**src/core/pcrl_pkg.sv**
```systemverilog
// Constants and shared types for the printer command and result logic
package pcrl_pkg;

  // ------------------------------------------------------------
  // Register map (byte addresses) and status bits
  // ------------------------------------------------------------
  localparam logic [7:0] ADDR_OPWORD = 8'h00;
  localparam logic [7:0] ADDR_RESULT = 8'h04;
  localparam logic [7:0] ADDR_STATUS = 8'h08;
  localparam logic [7:0] ADDR_MASK   = 8'h0c;
  localparam logic [7:0] ADDR_STATE  = 8'h10;
  localparam int         ST_DONE     = 0;
  localparam int         ST_EXC      = 1;
  localparam logic [1:0] RESP_OKAY   = 2'h0;
  localparam logic [1:0] RESP_SLVERR = 2'h2;

  // ------------------------------------------------------------
  // Operation word fields and codes
  // ------------------------------------------------------------
  localparam logic [3:0]  OP_PRINT     = 4'h4;
  localparam logic [3:0]  OP_PRINT_OVR = 4'h5;
  localparam logic [3:0]  OP_MOVE      = 4'ha;
  localparam logic [3:0]  OP_MOVE_OVR  = 4'hb;
  localparam logic [23:0] OP_TEST_WORD = 24'h800000;
  localparam logic [3:0]  MC_NONE      = 4'h0;
  localparam logic [3:0]  MC_CHAN1     = 4'h1;
  localparam logic [3:0]  MC_NEXT      = 4'hd;
  localparam logic [3:0]  MC_SINGLE    = 4'he;
  localparam logic [3:0]  MC_DOUBLE    = 4'hf;

  // ------------------------------------------------------------
  // Result descriptor: bit n sits at vector index 24-n
  // ------------------------------------------------------------
  localparam int RB_CPL1  = 23;
  localparam int RB_EXC   = 22;
  localparam int RB_NRDY  = 21;
  localparam int RB_DERR  = 20;
  localparam int RB_EOP   = 17;
  localparam int RB_CS_HI = 16;
  localparam int RB_CS_LO = 14;
  localparam int RB_PIM   = 11;
  localparam int RB_XLU   = 10;
  localparam int RB_X_HI  = 21;
  localparam int RB_X_LO  = 8;
  localparam int RB_CPL17 = 7;
  localparam int RB_ID_HI = 6;
  localparam int RB_ID_LO = 1;
  localparam logic [23:0] RESULT_RST = 24'h000000;

  typedef enum logic [1:0] {PCRL_IDLE, PCRL_PRINT, PCRL_MOVE, PCRL_FIN} pcrl_state_t;

endpackage : pcrl_pkg

```
**src/core/pcrl_top.sv**
```systemverilog
// Printer command decode, sequencing and result descriptor with AXI4-Lite access
//
// The implementer's own choices: the AXI4-Lite slave port and the address map.
`timescale 1ns/1ps
`default_nettype none
module pcrl_top #(
  parameter logic [5:0] CTRL_ID = 6'h2d  // Identity code, value arbitrary
) (
  input  wire logic       clk,
  input  wire logic       rst,
  input  wire logic       ce,
  input  wire logic [7:0] s_axi_awaddr,
  input  wire logic       s_axi_awvalid,
  output logic            s_axi_awready,
  input  wire logic [31:0] s_axi_wdata,
  input  wire logic [3:0] s_axi_wstrb,
  input  wire logic       s_axi_wvalid,
  output logic            s_axi_wready,
  output logic [1:0]      s_axi_bresp,
  output logic            s_axi_bvalid,
  input  wire logic       s_axi_bready,
  input  wire logic [7:0] s_axi_araddr,
  input  wire logic       s_axi_arvalid,
  output logic            s_axi_arready,
  output logic [31:0]     s_axi_rdata,
  output logic [1:0]      s_axi_rresp,
  output logic            s_axi_rvalid,
  input  wire logic       s_axi_rready,
  input  wire logic       prt_ready,
  input  wire logic       prt_eop,
  input  wire logic       prt_paper_moving,
  input  wire logic       prt_data_error,
  input  wire logic       prt_xlat_loaded,
  input  wire logic       prt_print_done,
  input  wire logic       prt_move_done,
  input  wire logic [3:0] prt_cs_pos,
  output logic            prt_print_req,
  output logic            prt_move_req,
  output logic [3:0]      prt_move_code,
  output logic            irq
);
  import pcrl_pkg::*;

  // ------------------------------------------------------------
  // Helpers
  // ------------------------------------------------------------
  function automatic logic [31:0] strb_mask(input logic [3:0] s);
    strb_mask = {{8{s[3]}}, {8{s[2]}}, {8{s[1]}}, {8{s[0]}}};
  endfunction : strb_mask

  // Exception summary is derived here so no path can forget it
  function automatic logic [23:0] build_res(input logic nr, input logic de, input logic ep,
                                            input logic [2:0] cs, input logic pm,
                                            input logic xu, input logic [5:0] id);
    logic [23:0] r;
    r = RESULT_RST;
    r[RB_CPL1]  = 1'b1;
    r[RB_CPL17] = 1'b1;
    r[RB_NRDY]  = nr;
    r[RB_DERR]  = de;
    r[RB_EOP]   = ep;
    r[RB_CS_HI:RB_CS_LO] = cs;
    r[RB_PIM]   = pm;
    r[RB_XLU]   = xu;
    r[RB_ID_HI:RB_ID_LO] = id;
    r[RB_EXC]   = |r[RB_X_HI:RB_X_LO];
    build_res = r;
  endfunction : build_res

  // ------------------------------------------------------------
  // Pin synchronisers
  // ------------------------------------------------------------
  logic [10:0] pin_s1;
  logic [10:0] pin_s2;
  // Selector switch is static, so a plain two-stage copy suffices
  always_ff @(posedge clk or posedge rst) begin
    if (rst) begin
      pin_s1 <= 11'h000;
      pin_s2 <= 11'h000;
    end else if (ce) begin
      pin_s1 <= {prt_ready, prt_eop, prt_paper_moving, prt_data_error, prt_xlat_loaded,
                 prt_print_done, prt_move_done, prt_cs_pos};
      pin_s2 <= pin_s1;
    end
  end
  logic       rdy_s, eop_s, pim_s, derr_s, xl_s, pdone_s, mdone_s;
  logic [3:0] pos_s;
  assign {rdy_s, eop_s, pim_s, derr_s, xl_s, pdone_s, mdone_s, pos_s} = pin_s2;

  // ------------------------------------------------------------
  // AXI4-Lite slave
  // ------------------------------------------------------------
  logic        aw_held, w_held, next_aw_held, next_w_held;
  logic [7:0]  aw_addr, next_aw_addr, ar_addr_n;
  logic [31:0] w_data, next_w_data, next_rdata, rd_val;
  logic [3:0]  w_strb, next_w_strb;
  logic        next_bvalid, next_rvalid, next_awready, next_wready, next_arready;
  logic [1:0]  next_bresp, next_rresp;
  logic        wr_fire, rd_fire, wr_hit, rd_hit;

  logic [23:0]  opword, result;
  logic [1:0]   status, mask;
  pcrl_state_t  st;

  assign wr_fire = aw_held && w_held && !s_axi_bvalid;
  assign rd_fire = s_axi_arvalid && s_axi_arready;
  assign wr_hit  = aw_addr <= ADDR_MASK && aw_addr[1:0] == 2'h0;
  assign ar_addr_n = s_axi_araddr;
  assign rd_hit  = ar_addr_n <= ADDR_STATE && ar_addr_n[1:0] == 2'h0;

  // Read mux; narrow registers sit in the low bits
  always_comb begin
    unique case (ar_addr_n)
      ADDR_OPWORD: rd_val = {8'h00, opword};
      ADDR_RESULT: rd_val = {8'h00, result};
      ADDR_STATUS: rd_val = {30'h0, status};
      ADDR_MASK:   rd_val = {30'h0, mask};
      ADDR_STATE:  rd_val = {22'h0, st != PCRL_IDLE, pin_s2[10:6], pos_s};
      default:     rd_val = 32'h0;
    endcase
  end

  // Address and data are latched separately so either may come first
  always_comb begin
    next_aw_held = aw_held;
    next_aw_addr = aw_addr;
    next_w_held  = w_held;
    next_w_data  = w_data;
    next_w_strb  = w_strb;
    next_bvalid  = s_axi_bvalid;
    next_bresp   = s_axi_bresp;
    next_rvalid  = s_axi_rvalid;
    next_rresp   = s_axi_rresp;
    next_rdata   = s_axi_rdata;
    if (s_axi_awvalid && s_axi_awready) begin
      next_aw_held = 1'b1;
      next_aw_addr = s_axi_awaddr;
    end
    if (s_axi_wvalid && s_axi_wready) begin
      next_w_held = 1'b1;
      next_w_data = s_axi_wdata;
      next_w_strb = s_axi_wstrb;
    end
    if (wr_fire) begin
      next_aw_held = 1'b0;
      next_w_held  = 1'b0;
      next_bvalid  = 1'b1;
      next_bresp   = wr_hit ? RESP_OKAY : RESP_SLVERR;
    end else if (s_axi_bvalid && s_axi_bready) begin
      next_bvalid = 1'b0;
    end
    if (rd_fire) begin
      next_rvalid = 1'b1;
      next_rdata  = rd_val;
      next_rresp  = rd_hit ? RESP_OKAY : RESP_SLVERR;
    end else if (s_axi_rvalid && s_axi_rready) begin
      next_rvalid = 1'b0;
    end
    next_awready = !next_aw_held && !next_bvalid;
    next_wready  = !next_w_held && !next_bvalid;
    next_arready = !next_rvalid;
  end

  always_ff @(posedge clk or posedge rst) begin
    if (rst) begin
      aw_held <= 1'b0;
      aw_addr <= 8'h00;
      w_held <= 1'b0;
      w_data <= 32'h0;
      w_strb <= 4'h0;
      s_axi_bvalid <= 1'b0;
      s_axi_bresp <= RESP_OKAY;
      s_axi_rvalid <= 1'b0;
      s_axi_rresp <= RESP_OKAY;
      s_axi_rdata <= 32'h0;
      s_axi_awready <= 1'b0;
      s_axi_wready <= 1'b0;
      s_axi_arready <= 1'b0;
    end else if (ce) begin
      aw_held <= next_aw_held;
      aw_addr <= next_aw_addr;
      w_held <= next_w_held;
      w_data <= next_w_data;
      w_strb <= next_w_strb;
      s_axi_bvalid <= next_bvalid;
      s_axi_bresp <= next_bresp;
      s_axi_rvalid <= next_rvalid;
      s_axi_rresp <= next_rresp;
      s_axi_rdata <= next_rdata;
      s_axi_awready <= next_awready;
      s_axi_wready <= next_wready;
      s_axi_arready <= next_arready;
    end
  end

  // ------------------------------------------------------------
  // Operation sequencer and result registers
  // ------------------------------------------------------------
  pcrl_state_t next_st;
  logic [23:0] next_opword, next_result;
  logic [1:0]  next_status, next_mask, st_set, st_clr;
  logic [3:0]  code, next_code, top, mc;
  logic        is_test, next_is_test, is_prt, next_is_prt, ovr, next_ovr;
  logic        nrdy, next_nrdy, derr, next_derr, eop, next_eop, pim, next_pim;
  logic [2:0]  cs, next_cs;
  logic        next_print_req, next_move_req, next_irq, start, eop_rep, skip_ord;
  logic [31:0] wmask;

  assign wmask   = strb_mask(w_strb);
  assign start   = wr_fire && aw_addr == ADDR_OPWORD && st == PCRL_IDLE;
  assign top     = w_data[23:20];
  assign mc      = w_data[19:16];
  // A skip to a channel (codes 1 to D) hides the page end
  assign skip_ord = code >= MC_CHAN1 && code <= MC_NEXT;
  assign eop_rep  = eop && !ovr && !skip_ord;

  always_comb begin
    next_st = st;
    next_opword = opword;
    next_result = result;
    next_code = code;
    next_is_test = is_test;
    next_is_prt = is_prt;
    next_ovr = ovr;
    next_nrdy = nrdy;
    next_derr = derr;
    next_eop = eop;
    next_pim = pim;
    next_cs = cs;
    next_print_req = prt_print_req;
    next_move_req = prt_move_req;
    next_mask = mask;
    st_set = 2'h0;
    st_clr = 2'h0;
    if (wr_fire && aw_addr == ADDR_MASK) begin
      next_mask = (mask & ~wmask[1:0]) | (w_data[1:0] & wmask[1:0]);
    end
    if (wr_fire && aw_addr == ADDR_STATUS) begin
      st_clr = w_data[1:0] & wmask[1:0];
    end
    unique case (st)
      PCRL_IDLE: begin
        // Operation word writes while busy are answered but ignored
        if (start) begin
          next_opword = w_data[23:0];
          next_is_test = w_data[23:0] == OP_TEST_WORD;
          next_is_prt = top == OP_PRINT || top == OP_PRINT_OVR;
          next_ovr = top == OP_PRINT_OVR || top == OP_MOVE_OVR;
          next_code = mc;
          if (next_ovr && eop_s && (mc == MC_SINGLE || mc == MC_DOUBLE)) begin
            next_code = MC_CHAN1;
          end
          next_nrdy = 1'b0;
          next_derr = 1'b0;
          next_eop = eop_s;
          next_pim = 1'b0;
          next_cs = 3'h0;
          next_st = PCRL_FIN;
          if (next_is_test) begin
            // Test never waits on the printer
            next_nrdy = !rdy_s;
            next_pim = pim_s;
            next_cs = 3'(pos_s - 4'h1);
            next_code = MC_NONE;
          end else if (!(next_is_prt || top == OP_MOVE || top == OP_MOVE_OVR)) begin
            next_code = MC_NONE;
          end else if (!rdy_s) begin
            next_nrdy = 1'b1;
          end else if (next_is_prt) begin
            next_st = PCRL_PRINT;
            next_print_req = 1'b1;
          end else if (next_code != MC_NONE) begin
            next_st = PCRL_MOVE;
            next_move_req = 1'b1;
          end
        end
      end
      PCRL_PRINT: begin
        next_derr = derr | derr_s;
        next_eop = eop | eop_s;
        if (!rdy_s) begin
          next_nrdy = 1'b1;
          next_print_req = 1'b0;
          next_st = PCRL_FIN;
        end else if (pdone_s) begin
          next_print_req = 1'b0;
          if (code == MC_NONE) begin
            next_st = PCRL_FIN;
          end else begin
            next_move_req = 1'b1;
            next_st = PCRL_MOVE;
          end
        end
      end
      PCRL_MOVE: begin
        next_eop = eop | eop_s;
        if (!rdy_s || mdone_s) begin
          next_nrdy = !rdy_s;
          next_move_req = 1'b0;
          next_st = PCRL_FIN;
        end
      end
      PCRL_FIN: begin
        next_result = build_res(nrdy, derr, eop_rep, cs, pim,
                                (is_test || is_prt) && !xl_s,
                                is_test ? CTRL_ID : 6'h00);
        st_set = {next_result[RB_EXC], 1'b1};
        next_st = PCRL_IDLE;
      end
    endcase
    // A new event wins over a clear in the same cycle
    next_status = (status & ~st_clr) | st_set;
    next_irq = |(next_status & next_mask);
  end

  always_ff @(posedge clk or posedge rst) begin
    if (rst) begin
      st <= PCRL_IDLE;
      opword <= 24'h000000;
      result <= RESULT_RST;
      code <= MC_NONE;
      is_test <= 1'b0;
      is_prt <= 1'b0;
      ovr <= 1'b0;
      nrdy <= 1'b0;
      derr <= 1'b0;
      eop <= 1'b0;
      pim <= 1'b0;
      cs <= 3'h0;
      status <= 2'h0;
      mask <= 2'h0;
      prt_print_req <= 1'b0;
      prt_move_req <= 1'b0;
      prt_move_code <= MC_NONE;
      irq <= 1'b0;
    end else if (ce) begin
      st <= next_st;
      opword <= next_opword;
      result <= next_result;
      code <= next_code;
      is_test <= next_is_test;
      is_prt <= next_is_prt;
      ovr <= next_ovr;
      nrdy <= next_nrdy;
      derr <= next_derr;
      eop <= next_eop;
      pim <= next_pim;
      cs <= next_cs;
      status <= next_status;
      mask <= next_mask;
      prt_print_req <= next_print_req;
      prt_move_req <= next_move_req;
      prt_move_code <= next_code;
      irq <= next_irq;
    end
  end

  // ------------------------------------------------------------
  // Assertions
  // ------------------------------------------------------------
  logic res_we;
  assign res_we = ce && st == PCRL_FIN;

  property p_cpl;
    @(posedge clk) disable iff (rst) res_we |=> result[RB_CPL1] && result[RB_CPL17];
  endproperty
  a_cpl: assert property (p_cpl) else $error("completion bits missing");

  property p_exc;
    @(posedge clk) disable iff (rst)
      res_we |=> result[RB_EXC] == (|result[RB_X_HI:RB_X_LO]);
  endproperty
  a_exc: assert property (p_exc) else $error("exception summary wrong");

  property p_test_now;
    @(posedge clk) disable iff (rst)
      ce && start && w_data[23:0] == OP_TEST_WORD |=> st == PCRL_FIN ##1 st == PCRL_IDLE;
  endproperty
  a_test_now: assert property (p_test_now) else $error("test waited");

  property p_nrdy_abort;
    @(posedge clk) disable iff (rst)
      ce && st == PCRL_PRINT && !rdy_s |=> st == PCRL_FIN && nrdy && !prt_print_req;
  endproperty
  a_nrdy_abort: assert property (p_nrdy_abort) else $error("not ready not ended");

  property p_cs;
    @(posedge clk) disable iff (rst)
      res_we && is_test |=> result[RB_CS_HI:RB_CS_LO] == $past(cs);
  endproperty
  a_cs: assert property (p_cs) else $error("charset code wrong");

  property p_id;
    @(posedge clk) disable iff (rst)
      res_we && is_test |=> result[RB_ID_HI:RB_ID_LO] == CTRL_ID && !result[0];
  endproperty
  a_id: assert property (p_id) else $error("control id wrong");

  property p_eop_hide;
    @(posedge clk) disable iff (rst) res_we && (ovr || skip_ord) |=> !result[RB_EOP];
  endproperty
  a_eop_hide: assert property (p_eop_hide) else $error("page end not hidden");

  property p_ovr_skip;
    @(posedge clk) disable iff (rst)
      ce && start && (top == OP_MOVE_OVR) && eop_s && rdy_s && (mc == MC_SINGLE || mc == MC_DOUBLE)
      |=> prt_move_req && prt_move_code == MC_CHAN1;
  endproperty
  a_ovr_skip: assert property (p_ovr_skip) else $error("override skip missing");

  property p_zero_bits;
    @(posedge clk) disable iff (rst)
      res_we |=> result[19:18] == 2'h0 && result[13:12] == 2'h0 && result[9:8] == 2'h0
                 && !result[0];
  endproperty
  a_zero_bits: assert property (p_zero_bits) else $error("reserved bit set");

  property p_irq;
    @(posedge clk) disable iff (rst) ce |=> irq == |(status & mask);
  endproperty
  a_irq: assert property (p_irq) else $error("irq mismatch");

endmodule : pcrl_top
`default_nettype wire

```
**config.mk**
```make
export PLATFORM = sky130hd
export DESIGN_NAME = pcrl_top
export DESIGN_NICKNAME = d
export VERILOG_FILES = /design/src/core/pcrl_pkg.sv /design/src/core/pcrl_top.sv
export SDC_FILE = /design/constraint.sdc
export NUM_CORES = 1
export LEC_CHECK = 0
export ABC_AREA = 1
export BUFFER_PORTS_ARGS = -buffer_cell sky130_fd_sc_hd__buf_4
export CORE_MARGIN = 1
export CORE_UTILIZATION = 38
export CTS_CLUSTER_DIAMETER = 120
export DETAILED_ROUTE_END_ITERATION = 8
export PLACE_DENSITY = 0.59
export RECOVER_POWER = 100
export SETUP_SLACK_MARGIN = 0.3
export SKIP_CTS_REPAIR_TIMING = 1
export SYNTH_ARGS = -nofsm -noshare
export SYNTH_HDL_FRONTEND = slang
export SYNTH_SLANG_ARGS = --single-unit
```
**constraint.sdc**
```tcl
create_clock -name clk -period 5.61 [get_ports clk]
set_clock_uncertainty 0.15 [all_clocks]
set_input_delay 0.2805 -clock clk [delete_from_list [all_inputs] [get_ports clk]]
set_output_delay 0.2805 -clock clk [all_outputs]
set_load 0.05 [all_outputs]
```
==> impl_results.md, run 1 <==
* Share of cells above drive strength 1 at 0.109
* Worst setup path startpoint: ce
* Max_slew headroom at -0.294
* Logic pwr share at 0.250
* Worst hold start: s_axi_bready
* Fin. Hold Viols at 0
* Compound-Gate Fraction of Synth Area at 0.109
* Yosys cell types at 32
* Clk pwr share at 0.344
* Worst EP arrival at between 3 and 4 ns
* Number of global-route vias before repair at around 5000
* R2R Path Start: st[0]
* Die X-Extent at between 100 and 150 um
* Total track usage at 0.189
* Largest net degree at the start of global routing at 98
* Share of the synthesized area in the top cell type at 0.557
* Initial Utilization at 0.392
* Sw Share at 0.331
* First-pass GRT wire length at approximately 26 mm
* Leakage at 4.19 nW
* Post-Synth XOR/XNOR Area at 0.00134
* Setup TNS at 0 ns
* Post-synthesis sequential area ratio at 0.557
* # diodes at 0
* Internal power at roughly 2.4 mW
* Crit Path Class: input port to flop
* Simple-gate share of the synthesized area at 0.243
* CTS Buffer Depth at 2
* Post-Synthesis Cells at approximately 800
* Peak Freq at 289 MHz
* Worst slew pin tran at 1.94 ns
* Failing checks: max-capacitance violations, max-slew violations
* Final nets at slightly above 1000
* # H-tree levels at 4
* Clk Latency, worst-skew pair at 0.42 ns
* NetSw at 1.21 mW
* GR Overflow Total at 0
* DRC viols at 0
* Max-cap violations at 1
* Number of DRC markers in iteration 0 at 365
* WL per Instance at about 14 um
* GPL Wtd Cong at approximately 0.87
* Via/cell ratio at approximately 4.7
* Vias at between 5000 and 6000
* Routed Antenna Nets at 0
* Yosys top cell by area: dfrtp_1
* Mux cell area share after synthesis at 0.00172
* Endpoints failing setup at 0
* Register share of total power at 0.406
* Core area at 16700 um^2
* Crit-path max FO at 50
* Status: finished, violations left
* HP Class: input port to flop
* CTS root buf: clkbuf_16
* I/O pins at ~120
* FF+latch count, synth at between 100 and 150
* Tcrit/Tclk final at 0.617
* Drt first pass iters at 5
* Element type at the critical path start: input port
* Total CTS buffers at 17
* Dpl hpwl at approximately 11 mm
* Synth Area in Adders at 0.00954
* Pins over their slew limit at 51
* Area of the mapped netlist at about 6600 um^2
* CTS sink cnt at roughly 150
* Avg Inst Size Synth at roughly 8.2 um^2
* CP Capture Type: flop
* Commonest cells after routing, fill and taps aside: 299 x nand2_1, 146 x dfrtp_1, 103 x o21ai_0
* Commonest non-fill, non-tap cell in the layout: nand2_1
* Dpl cell area at around 7400 um^2
* Worst Path Required at ~5.8 ns
* Synth top area cells: dfrtp_1 56%, nand2_1 17%, o21ai_0 5.3%
* WL final at around 16 mm
* Largest family of logic cells by synthesized area: simple AND/OR/NAND/NOR gates
* Die Y at about 130 um
* CTS tree: done
* Yosys warnings at 0
* Initial antenna violation count at 0
* Power Density at roughly 430 nW/um^2
* Worst-path clk slew at about 0.06 ns
* Die area at 17800 um^2
* Syn-to-layout area delta at 28.2%
* Port Buffers at 97
* Fin crit period at between 3 and 4 ns
* RSZ-0062 raised after global routing: false
* Site row count at 47
* Maximum vdd drop at about 0.23 mV
* Final instance area at between 8000 and 9000 um^2
==> area by class of cell <==
cell class | count | area [um^2]
Multi-Input combinational cell | 547 | 2430
Tap cell | 220 | 275
Clock buffer | 24 | 522
Clock inverter | 8 | 145
Fill cell | 1692 | 8300
Timing Repair Buffer | 146 | 1060
Inverter | 83 | 317
Sequential cell | 146 | 3650
==> worst max-delay path, stage by stage <==
cell and delay, ns:
clkbuf_1 1.37, inv_2 0.54, nor2_4 0.99, mux2_2 0.41
==> per-stage QoR <==
step	std cells	worst slack, ns	total power, mW	hold slack [ns]	utilization
floorplan	813	1.26	2.13	0.240	-
global placement	1096	3.05	2.40	0.307	0.445
detailed placement	1096	3.02	2.42	0.310	0.445
CTS	1128	3.30	3.68	-0.115	0.485
global route	1174	1.68	3.87	0.0854	0.503
finish	1174	2.15	3.64	0.0302	0.503
==> flip-flops by register name, summed over array words and instances, names as in the netlist, 2 cells and up <==
name and count:
pin_s2 11, status 2, mask 2, code 4, s_axi_rdata 24, pin_s1 11, result 11, w_data 24
opword 24, cs 3, aw_addr 8, st 2
==> power groups by stage <==
| stage | clock, mW | sequential (mW) | combinational [mW] |
|---|---|---|---|
| 6_report | 1.25 | 1.48 | 0.908 |
| 5_1_grt | 1.32 | 1.52 | 1.03 |
| 4_1_cts | 1.28 | 1.48 | 0.929 |
| 3_5_place_dp | 0 | 1.49 | 0.925 |
| 3_3_place_gp | 0 | 1.49 | 0.910 |
| 2_1_floorplan | 0 | 1.55 | 0.580 |
==> layer usage <==
layer  GRT usage  vias up  wire length (um)
met4      0.0821        0               357
met1       0.258     2558              7670
met3      0.0453       21               700
met5           0        -                 0
li1            -     2804                 -
met2       0.286      131              7340
==> final timing paths <==
kind                                    to  slack [ns]  cells past startpoint
hold reg to reg                  pin_s1[8]        0.32                      2
setup reg to reg                   is_test        3.26                      9
setup / recovery                 w_strb[0]        2.15                      4
hold / removal                s_axi_bvalid        0.03                      4
min in group asynchronous  s_axi_rdata[13]        0.44                      3
max in group asynchronous       aw_addr[4]        3.70                      4
==> kinds of logic after synthesis <==
group	Yosys count
compound gates	133
xor+xnor	1
fa+ha+maj	5
buf+inv	120
flops	146
mux	1
other cells	1
simple gates	397
==> synthesized netlist by cell type <==
master,n
nand2_1,299
dfrtp_1,146
inv_1,80
o21ai_0,70
nor2_1,46
o21ai_1,36
nand3_1,32
buf_2,15
buf_4,11
clkbuf_1,11
nand4_1,10
a21oi_1,9
o211ai_1,6
ha_1,5
a22oi_1,4
o21a_1,4
inv_2,3
nor2_2,2
nor3_1,2
a21o_1,1
a31oi_1,1
a32o_1,1
conb_1,1
mux2_2,1
nand2_2,1
nand4_2,1
nor2_4,1
nor3_2,1
o31ai_1,1
or2_1,1
or2_2,1
xnor2_1,1
No activity file was read; power rests on OpenSTA's default activity.
==> run 2, diff against run 1 <==
--- a/config.mk
+++ b/config.mk
@@ -11,7 +11,7 @@
 export CORE_UTILIZATION = 38
 export CTS_CLUSTER_DIAMETER = 120
 export DETAILED_ROUTE_END_ITERATION = 8
-export PLACE_DENSITY = 0.59
+export PLACE_DENSITY = 0.61
 export RECOVER_POWER = 100
 export SETUP_SLACK_MARGIN = 0.3
 export SKIP_CTS_REPAIR_TIMING = 1
==> constraint.sdc (replaced) <==
create_clock -name clk -period 3.1 [get_ports clk]
set_clock_uncertainty 0.15 [all_clocks]
set_input_delay 0.155 -clock clk [delete_from_list [all_inputs] [get_ports clk]]
set_output_delay 0.155 -clock clk [all_outputs]
set_load 0.05 [all_outputs]
==> run 2 against run 1 <==
Compared with the run above:
- the run now ends clean
- flip-flop and latch count unchanged
- combinational power increased by 81%
- setup slack got worse by 1.5 ns
- clock-buffer cell count decreased by 2
- sequential power increased by 82%
- largest power group unchanged
==> impl_results.md, run 2 (synthesis results as in run 1) <==
* Drt first pass iters at 5 (unchanged)
* Initial Utilization at 0.392 (unchanged)
* Commonest cells after routing, fill and taps aside: 299 x nand2_1, 146 x dfrtp_1, 102 x o21ai_0
* Peak Freq at slightly above 400 MHz
* Reg-to-Reg End: cs[1]
* Internal power at 4.21 mW (+73%)
* Syn-to-layout area delta at 28.2% (about the same)
* Register share of total power at 0.420 (+0.014)
* Layout fillers at 1719 (+1.6%)
* Number of DRC markers in iteration 0 at 481 (+32%)
* # H-tree levels at 4 (unchanged)
* CTS sink cnt at 146 (unchanged)
* Port Buffers at 97 (unchanged)
* Hold worst-path end: s_axi_rvalid
* Element type at the critical path start: input port
* HP Class: input port to flop
* Largest net degree at the start of global routing at 81 (-17%)
* Total track usage at 0.192 (+0.00244)
* Endpoints failing setup at 0 (unchanged)
* CTS root buf: clkbuf_16
* CTS Buffer Depth at 2 (unchanged)
* I/O pins at 119 (unchanged)
* Biggest regs: opword (24), s_axi_rdata (24), w_data (24)
* CP Buf/Inv Count at 4 (+2)
* Final instance area at 8400 um^2 (about the same)
* RSZ-0062 raised after global routing: false
* Max-cap violations at 0 (-1)
* Worst slew pin tran at 1.09 ns (-0.853 ns)
* Worst path depth at 6 (+2)
* Clk Latency, worst-skew pair at 0.42 ns (about the same)
* Finished Core Util at 0.503 (about the same)
* Worst EP arrival at 2.60 ns (-1.02 ns)
* Dpl hpwl at 11.4 mm (+3.7%)
* CP Capture Type: flop
* Worst hold slack at 0.0133 ns (-0.0168 ns)
* WL per Instance at 13.7 um (-0.13%)
* Crit-path max FO at 50 (unchanged)
* Clk pwr share at 0.324 (-0.020)
* Cell family with most CP delay: buffers and inverters
* Worst Path Required at 3.26 ns (-2.51 ns)
* Status: completed
* Sw Share at 0.342 (+0.0108)
* Tcrit/Tclk final at 0.789
* Commonest non-fill, non-tap cell in the layout: nand2_1
* GR Overflow Total at 0 (unchanged)
* Initial antenna violation count at 0 (unchanged)
* Setup WS pre-CTS at 1.00 ns (-2.02 ns)
* Die Y at 133 um (unchanged)
* Fin. Hold Viols at 0 (unchanged)
* Number of global-route vias before repair at 5106 (+0.53%)
* Site row count at 47 (unchanged)
* Logic pwr share at 0.256 (+0.006)
* R2R Path Start: st[1]
* Crit Path Class: input port to flop
* Worst hold start: s_axi_arvalid
* CTS tree: done
* Core area at 16700 um^2 (unchanged)
* Via/cell ratio at 4.72 (+0.49%)
* Final nets at 1025 (+0.79%)
* Reg2Reg Depth at 9 (unchanged)
* CP cell instances: dlygate4sd3_1, clkbuf_1, inv_2, nor2_1, buf_4, mux2_2
* Maximum vdd drop at 0.523 mV (+120%)
* Delay of the slowest critical-path stage at 0.58 ns (-0.79 ns)
* First-pass GRT wire length at 26.3 mm (+1.7%)
* Max_slew headroom at 0.274 (+0.568)
* Dpl cell area at 7480 um^2 (+0.66%)
* GPL Wtd Cong at 0.827 (-5.2%)
* Worst setup path startpoint: ce
* Setup TNS at 0 ns (unchanged)
* Vias at 5574 (+1.1%)
* Routed Antenna Nets at 0 (unchanged)
* Fin crit period at around 2.4 ns
* Register area at 3650 um^2 (unchanged)
* Power Density at 762 nW/um^2 (+76%)
* # diodes at 0 (unchanged)
* Worst-path clk slew at 0.06 ns (about the same)
* Die area at 17800 um^2 (unchanged)
* Pins over their slew limit at 0 (-100%)
* Leakage at 4.19 nW (about the same)
* Area of the multi-input gates at 2420 um^2 (-0.41%)
* WL final at 16.1 mm (+0.46%)
* Total CTS buffers at 17 (unchanged)
* Worst reg2reg setup slack at 0.91 ns (-2.35 ns)
* Hold path cells at 4 (unchanged)
* DRC viols at 0 (unchanged)
* Share of cells above drive strength 1 at 0.106 (-0.00288)
* Die X-Extent at 133 um (unchanged)
* Worst setup margin at 0.654 ns (-1.50 ns)
* NetSw at 2.19 mW (+82%)
* Slowest cell on the critical path: clkbuf_1
## run 2: changes by cell type in the layout (fill, tap and decap cells not counted), moves of 2 or more
cell,before,now
clkbuf_8,7,2
dlygate4sd3_1,46,50
clkbuf_1,40,42
nor2_1,45,47
clkbuf_4,0,2
## run 2: worst max path at each step
stage	endpoint
2_1_floorplan	aw_addr[0]
3_3_place_gp	cs[2]
3_5_place_dp	cs[0]
4_1_cts	cs[0]
5_1_grt	s_axi_rvalid
6_report	w_strb[0]
## run 2: tightest hold or removal path, delay by kind of cell
family / cells / cell delay (ns)
AOI/OAI and AO/OA: 2 / 0.23
and+or+nand+nor: 1 / 0.09
buffers and inverters: 1 / 0.08
## run 2: through the flow
| step | total power [mW] | cells |
|---|---|---|
| detailed placement | 4.39 | 1100 |
| floorplan | 3.86 | 813 |
| global route | 6.84 | 1181 |
| CTS | 6.49 | 1131 |
| finish | 6.40 | 1181 |
| global placement | 4.36 | 1100 |
## run 2: area by class of cell
cell class              instances  area share
clock buffers                  22      0.0552
clock inverters                 9      0.0156
inverters                      83      0.0372
multi-input cells             547       0.288
flip-flops and latches        146       0.435
well taps                     220      0.0328
repair buffers                154       0.136
## run 2: routing by layer
| layer | vias up | track usage | share of wire | wire length [um] |
|---|---|---|---|---|
| met2 | 116 | 0.292 | 0.46 | 7480 |
| met4 | 0 | 0.0650 | 0.014 | 220 |
| met1 | 2616 | 0.269 | 0.48 | 7740 |
| met5 | - | 0 | 0 | 0 |
| met3 | 16 | 0.0438 | 0.043 | 690 |
| li1 | 2826 | - | - | - |
## run 2: power groups by stage
stage                     logic, mW  registers [mW]  clock network (mW)
final                          1.64            2.69                2.07
after global routing           1.88            2.75                2.21
after CTS                      1.68            2.69                2.11
after detailed placement       1.67            2.72                   0
after global placement         1.65            2.71                   0
after floorplan                1.05            2.81                   0
